### src/common/iowd_pkg.sv
// Package for the I/O port watchdog: port address, field layout, timing.
// Assumes a single 125 MHz core clock.
package iowd_pkg;

  // Host I/O cycle carried into the block
  typedef struct packed {
    logic        rd;
    logic        wr;
    logic [15:0] addr;
    logic [7:0]  wdata;
  } iowd_io_req_t;

  localparam logic [15:0] IOWD_CTRL_ADDR  = 16'h0455;
  localparam int          IOWD_ARM_BIT    = 7;
  localparam logic [7:0]  IOWD_CTRL_RESET = 8'h00;

  // Timing
  localparam longint IOWD_CLK_HZ      = 125000000;
  localparam longint IOWD_TIMEOUT_MS  = 1100;
  localparam longint IOWD_TIMEOUT_CYC =
    (IOWD_TIMEOUT_MS * IOWD_CLK_HZ) / 1000;
  localparam int     IOWD_CNT_W       = 28;
  localparam int     IOWD_RST_PULSE   = 16;

endpackage : iowd_pkg

### src/rtl/iowd_watchdog.sv
// I/O port watchdog: one control byte at port 0x455, board reset output.
// Assumes host I/O cycles arrive as one-cycle strobes on core_clk_i;
// the enable strap is a pin and is synchronised here.
//
// What this block does, and what host software should do
// RULE1 - While armed, an expired countdown pulses the board reset output.
// RULE2 - The countdown lasts nominally 1.1 s, within 550 ms to 1.65 s.
// RULE3 - Host software should refresh about every 275 ms.
// RULE4 - With the enable input low the port is not decoded, no reset occurs.
// RULE5 - Raising the enable input does not arm the timer.
// RULE6 - Writing the port with bit 7 set arms the timer and starts counting.
// RULE7 - Writing the port with bit 7 clear disarms the timer.
// RULE8 - Every read of the port refreshes the timer and returns the byte.
// RULE9 - Host software should read-modify-write, touching only bit 7.
// RULE10 - Host software must refresh at most every 550 ms once armed.
// RULE11 - Bit 7 reads 1 when armed and 0 when disarmed; bits 6..0 read 0.
// RULE12 - A refresh or an arming write restarts the full countdown.
// RULE13 - After any board reset the timer comes up disarmed.
`timescale 1ns/1ps
module iowd_watchdog
  import iowd_pkg::*;
#(
  parameter longint TIMEOUT_CYC = IOWD_TIMEOUT_CYC
) (
  // Clock and reset
  input  wire logic                   core_clk_i,
  input  wire logic                   sys_rst_i,
  // Configuration strap
  input  wire logic                   wd_enable_i,
  // Host I/O cycle
  input  wire iowd_pkg::iowd_io_req_t io_req_i,
  output logic [7:0]                  io_rdata_o,
  output logic                        io_hit_o,
  // Board reset request and arm status
  output logic                        board_rst_o,
  output logic                        armed_o
);
  import iowd_pkg::*;

  localparam logic [IOWD_CNT_W-1:0] LOAD_VAL =
    IOWD_CNT_W'(TIMEOUT_CYC - 1);

  logic                  en_meta_r;
  logic                  en_sync_r;
  logic                  armed_r;
  logic [IOWD_CNT_W-1:0] cnt_r;
  logic [IOWD_CNT_W-1:0] cnt_nxt;
  logic [4:0]            pulse_r;
  logic [7:0]            io_rdata_r;
  logic                  io_hit_r;
  logic                  board_rst_r;

  wire sel     = en_sync_r && (io_req_i.addr == IOWD_CTRL_ADDR); // RULE4
  wire rd_hit  = sel && io_req_i.rd;
  wire wr_hit  = sel && io_req_i.wr;
  wire arm_wr  = wr_hit && io_req_i.wdata[IOWD_ARM_BIT]; // RULE6
  wire dis_wr  = wr_hit && !io_req_i.wdata[IOWD_ARM_BIT]; // RULE7
  wire restart = rd_hit || arm_wr; // RULE12
  wire expire  = armed_r && en_sync_r && (cnt_r == '0) && !restart; // RULE1
  wire [7:0] ctrl_val = {armed_r, 7'h00}; // RULE11

  assign cnt_nxt = restart ? LOAD_VAL :
                   (cnt_r != '0) ? cnt_r - 1'b1 : cnt_r; // RULE2

  // Strap sync: first stage read only by the second
  always_ff @(posedge core_clk_i) begin
    en_meta_r <= sys_rst_i ? 1'b0 : wd_enable_i;
    en_sync_r <= sys_rst_i ? 1'b0 : en_meta_r;
  end

  // Arm state; strap alone never arms, so reset value stays clear
  always_ff @(posedge core_clk_i) begin
    if (sys_rst_i || !en_sync_r) begin
      armed_r <= 1'b0; // RULE13 RULE5
    end else if (arm_wr) begin
      armed_r <= 1'b1; // RULE6
    end else if (dis_wr || expire) begin
      armed_r <= 1'b0; // RULE7
    end
  end

  always_ff @(posedge core_clk_i) begin
    if (sys_rst_i) begin
      cnt_r <= LOAD_VAL;
    end else begin
      cnt_r <= cnt_nxt;
    end
  end

  // Stretched reset pulse so the board reset logic sees it
  always_ff @(posedge core_clk_i) begin
    if (sys_rst_i) begin
      pulse_r     <= 5'h00;
      board_rst_r <= 1'b0;
    end else begin
      if (expire) begin
        pulse_r <= 5'(IOWD_RST_PULSE); // RULE1
      end else if (pulse_r != 5'h00) begin
        pulse_r <= pulse_r - 5'h01;
      end
      board_rst_r <= expire || (pulse_r > 5'h01);
    end
  end

  // Read data registered one cycle after the strobe
  always_ff @(posedge core_clk_i) begin
    if (sys_rst_i) begin
      io_rdata_r <= IOWD_CTRL_RESET;
      io_hit_r   <= 1'b0;
    end else begin
      io_rdata_r <= rd_hit ? ctrl_val : 8'h00; // RULE8 RULE11
      io_hit_r   <= rd_hit || wr_hit;
    end
  end

  assign io_rdata_o  = io_rdata_r;
  assign io_hit_o    = io_hit_r;
  assign board_rst_o = board_rst_r;
  assign armed_o     = armed_r;

endmodule : iowd_watchdog

### config.mk
export PLATFORM = sky130hd
export DESIGN_NAME = iowd_watchdog
export DESIGN_NICKNAME = d
export VERILOG_FILES = /design/src/common/iowd_pkg.sv /design/src/rtl/iowd_watchdog.sv
export SDC_FILE = /design/constraint.sdc
export NUM_CORES = 1
export LEC_CHECK = 0
export BUFFER_PORTS_ARGS = -buffer_cell sky130_fd_sc_hd__buf_2
export CAP_MARGIN = 25
export CORE_MARGIN = 3
export CORE_UTILIZATION = 59
export CTS_BUF_LIST = sky130_fd_sc_hd__clkbuf_16
export DETAILED_ROUTE_END_ITERATION = 12
export PLACE_DENSITY = 0.84
export SETUP_SLACK_MARGIN = 0.2
export SLEW_MARGIN = 20
export SYNTH_ARGS = -nofsm -noshare
export SYNTH_HDL_FRONTEND = slang
export SYNTH_SLANG_ARGS = --single-unit
### constraint.sdc
create_clock -name core_clk_i -period 7.5 [get_ports core_clk_i]
set_clock_uncertainty 0.2 [all_clocks]
set_input_delay 0.375 -clock core_clk_i [delete_from_list [all_inputs] [get_ports core_clk_i]]
set_output_delay 0.375 -clock core_clk_i [all_outputs]
set_load 0.02 [all_outputs]
=== Yosys cells after proc, flatten, opt, wreduce, memory -nomap -nowiden ===
Cells that the tools add are included.

* Register bits after elaboration: 46
* Bits in latches: 0
* Bits in writable memories: 0
* Bits in read-only memories: 0
* Bits of input ports: 29
* Output and inout port bits: 11
* Logic and storage cells: 43
* Memories: 0

* Add/sub/neg operators: 2
* Multiply operators: 0
* Div/mod/pow operators: 0
* $lt $le $gt $ge: 1
* Equal/unequal tests: 1
* Shifts and indexed selects: 0
* Muxes and demuxes: 4
* Bitwise gates (word level): 1
* Reduce and logical (&&, ||, !) cells: 24

{| class="wikitable"
|+ Operators by type and width
! kind !! count
|-
| 28-bit zero test || 1
|-
| 28-bit nonzero test || 1
|-
| 28-bit by 1-bit subtractor with 28-bit output, second input constant || 1
|-
| 16-bit by 11-bit == test with 1-bit output, second input constant || 1
|-
| 5-bit 2-to-1 mux || 2
|-
| 1-bit logical AND || 8
|-
| 2-bit OR reduction || 3
|-
| 5-bit by 1-bit > comparator with 1-bit output, second input constant || 1
|-
| 1-bit logical OR || 5
|-
| 5-bit nonzero test || 1
|-
| 5-bit by 1-bit subtractor with 5-bit output, second input constant || 1
|-
| 2-bit nonzero test || 2
|-
| 1-bit zero test || 3
|-
| 1-bit 2-to-1 mux || 2
|-
| 1-bit NOT || 1
|}

=== Longest topological paths before layout ===
* Depth after elaboration: 10
* Gate-level depth with buffers: 8

=== Least setup slack after synthesis ===
Ideal clock, no wire load.

* Path kind: register to register
* Start: register cnt_r[0]
* End: register cnt_r[12]
* Data arrival time: 2146 ps
* Setup slack: 5025 ps
* Stages on the path, launching flop included: 9
* Buffers on the path: 1
* Cell sequence: dfxtp_1 -> inv_1 -> ha_1 -> or3b_2 -> or4_4 -> buf_6 -> a2111oi_4 -> xnor2_1 -> nand2_1

* Word-level cells in the longest chain between the ends: 1
* Elaborated cells on any way between the ends: 2

{| class="wikitable"
|+ RTL lines
! what !! RTL line !! source
|-
| start, declared || iowd_watchdog.sv:46 || <nowiki>logic [IOWD_CNT_W-1:0] cnt_r;</nowiki>
|-
| start signal, assigned || iowd_watchdog.sv:86 || <nowiki>cnt_r <= cnt_nxt;</nowiki>
|-
| 28-bit by 1-bit subtractor with 28-bit output or 28-bit nonzero test (tied branches) || iowd_watchdog.sv:63 || <nowiki>(cnt_r != '0) ? cnt_r - 1'b1 : cnt_r;</nowiki>
|}

Several ways; a longest one is shown, not always the timed one.
A chain may end at the register's enable or synchronous reset.

=== Worst setup path after layout ===
* Start: register cnt_r[4]
* End: register pulse_r[3]

* Word-level cells in the longest chain between the ends: 4

{| class="wikitable"
|+ RTL lines
! what !! RTL line !! source
|-
| 28-bit zero test || iowd_watchdog.sv:59 || <nowiki>wire expire = armed_r && en_sync_r && (cnt_r == '0) && !restart;</nowiki>
|-
| 1-bit logical AND (2 in series) || iowd_watchdog.sv:59 ||
|-
| 2-bit OR reduction (no source line) || -- ||
|-
| end signal, assigned || iowd_watchdog.sv:97 || <nowiki>pulse_r <= 5'(IOWD_RST_PULSE);</nowiki>
|-
| end signal, assigned || iowd_watchdog.sv:99 || <nowiki>pulse_r <= pulse_r - 5'h01;</nowiki>
|-
| end, declared || iowd_watchdog.sv:48 || <nowiki>logic [4:0] pulse_r;</nowiki>
|}

Every way passes these cells.

==> impl_metrics.yaml <==
power_and_ir_drop:
  power_density_nw_per_um2: 232
  p_int_mw: 0.391
  power.leakage_nw: 0.837
  seq_power_share: 0.449
  swShare: 0.271
  power_frac_clock: 0.363
  vdd_drop_max_uv: 246
  switchingPower_mw: 0.146
  comb_power_share: 0.188
drt:
  totalWireLength_microns: 4020
  drtAntennaViolNets: 0
  vias: 1692
  wl_per_cell_microns: 13.7
  first_iter_violations: 114
  firstDrtPassIters: 5
  viasPerCell: 5.76
  drc: 0
final_layout:
  multi_input_area_sq_um: 1170
  n_antenna_cell: 0
  final-seq-area_sq_um: 781
  layout.nets: 283
  final_util: 0.723
  area_delta_synth_final_pct: 12.1
  fillers: 234
  drive_gt1_frac: 0.176
global_route:
  grt_antenna_before_repair: 0
  grt_pass1_vias: 1591
  grt-ovfl-total: 0
  grt_util_all_layers: 0.207
  grt_max_degree: 16
  grt_pass1_wl_microns: 6870
clock_network:
  clk_pin_slew_ps: 50
  cts.sinks: 39
  clk_path_buf_depth: 2
  cts_resized: 0
  cts_buffers: 5
  cts_max_level: 2
  ctsHoldBuffers: 0
  cts_setup_buffers: 0
  cts_tree: "yes"
  cts-root-buf: "clkbuf_16"
  insertion_delay_ps: 280
logic_synthesis:
  synth.avg_cell_area_sq_um: 9.18
  synth-edff-count: 0
  syn_inst: 225
  synthFlopType: "dfxtp_1"
  synth_cell_types: 48
  netlist_area_sq_um: 2070
  ys_async_sr_fraction: 0
  ys_seq_area_frac: 0.378
  yosys_warnings: 0
  yosys_register_bits: 39
die:
  io_pins: 40
  fp-row-count: 20
  die_w_microns: 65.2
  core-area_sq_um: 3200
  fp.dieArea_sq_um: 4250
  initial_core_util: 0.645
  dieHeight_microns: 65.2
sta:
  fmax_mhz: 354
  relSlewSlack: 0.390
  finalHoldViolations: 0
  setup_viol: 0
  worst_slew_pin_slew_ps: 907
  rsz0062_at_grt: "no"
  slew_viol_final: 0
  fin_crit_ps: 2820
  fin_crit_sh: 0.376
  fin_tns_setup_ps: 0
  fin_ws_ps: 4680
setup_path:
  r2r_start: "cnt_r[4]$_SDFFE_PP1N_"
  critPathMaxFanout: 8
  endpoint_kind: "flip-flop"
  critical_path_required_ps: 7460
  arrival_ps: 2780
  cp-startpoint: "cnt_r[4]$_SDFFE_PP1N_"
  start_kind: "flip-flop"
  worstSetupPathType: "flip-flop to flip-flop"
place:
  portBuffers: 25
  dp_hpwl_microns: 2820
  gp_congestion: 0.886
  dp_slack_ps: 4730
status:
  status: "completed"
worst_hold_path:
  hold_path_class: "primary input to flip-flop"
  min-delay-start: "wd_enable_i"
job:
  drv_cap: 0
-- per-stage QoR --
stage / hold WS [ps] / cells / total power [mW] / instance area [sq um]
finish: 124 / 294 / 0.537 / 2310
global route: 133 / 294 / 0.567 / 2310
CTS: 123 / 294 / 0.542 / 2310
detailed placement: 244 / 286 / 0.345 / 2180
global placement: 220 / 285 / 0.343 / 2170
floorplan: 214 / 231 / 0.325 / 2090
-- flip-flops by register name, summed over array words and instances, names as in the netlist --
name         flops
cnt_r           28
pulse_r          5
armed_o          1
board_rst_o      1
en_meta_r        1
en_sync_r        1
io_hit_o         1
io_rdata_o       1
-- cell type report --
type                       count  area share
tap                           44      0.0238
multi-input combinational    168       0.506
sequential                    39       0.337
clock buffer                   5      0.0541
inverter                       8      0.0130
timing repair buffer          27      0.0605
clock inverter                 3     0.00486
-- worst max-delay path, stage by stage (launching register included) --
cell,delay (ps)
dfxtp_1,350
or4_1,750
nor4_1,720
o2111ai_1,340
nand2b_1,260
nor3_1,80
-- worst paths after layout --
check                                  to  slack (ps)  cells past startpoint
setup reg to reg  pulse_r[3]$_SDFFE_PP0P_        4680                      5
hold / removal       en_meta_r$_SDFF_PP0_         120                      2
setup / recovery  pulse_r[3]$_SDFFE_PP0P_        4680                      5
hold reg to reg      en_sync_r$_SDFF_PP0_         250                      1
-- per-layer routing --
metal	global-route usage	vias to the layer above	part of all wire	routed length, microns
met2	0.329	59	0.45	1790
met5	0	-	0	0
met4	0.0984	0	0.015	59
met3	0.0581	6	0.067	270
met1	0.258	765	0.47	1890
li1	-	862	-	-
-- cells in the mapped netlist, types with 7 or more instances --
master	count	area, sq um
dfxtp_1	39	781
nand2_1	15	56.3
nor2_1	15	56.3
xnor2_1	14	123
inv_1	8	30.0
nor3_1	8	40.0
nor4_1	8	50.1
or3_1	8	50.1
or4_1	8	60.1
a21oi_1	7	35.0
buf_4	7	52.6
-- power groups by stage --
stage               Combinational, mW  Clock (mW)  Sequential (mW)
finish                          0.101       0.195            0.241
global route                    0.116       0.208            0.243
CTS                             0.102       0.200            0.241
detailed placement              0.101           0            0.244
global placement               0.0995           0            0.243
floorplan                      0.0801           0            0.244
-- cell usage in the layout, fill, tap and decap left out, types with 3 or more instances in the layout --
master	Yosys	final
buf_2	3	25
nand3_1	5	5
conb_1	1	7
nor2_1	15	15
or4_1	8	8
a21oi_1	7	7
nand4_1	3	3
a211oi_1	5	5
nor4_1	8	8
xnor2_1	14	14
dfxtp_1	39	39
o21a_1	3	3
or3_1	8	8
o211ai_1	5	5
nor2b_1	5	5
inv_1	8	9
nand2_1	15	15
clkbuf_16	0	5
o21ai_0	5	5
xor2_1	5	5
a31oi_1	3	3
nor3_1	8	8
ha_1	5	5
-- kinds of logic (layout without fill, tap and decap cells) --
logic type | after synthesis | count (layout) | share of synthesized area
AOI/OAI and AO/OA | 44 | 44 | 0.167
xor gates and xnor gates | 19 | 19 | 0.0806
adders and majority gates | 5 | 5 | 0.0303
buffers and inverters | 24 | 43 | 0.0654
DFF | 39 | 39 | 0.378
other | 1 | 7 | 0.00182
and+or+nand+nor | 93 | 93 | 0.277
No activity file was read; power rests on OpenSTA's default activity.
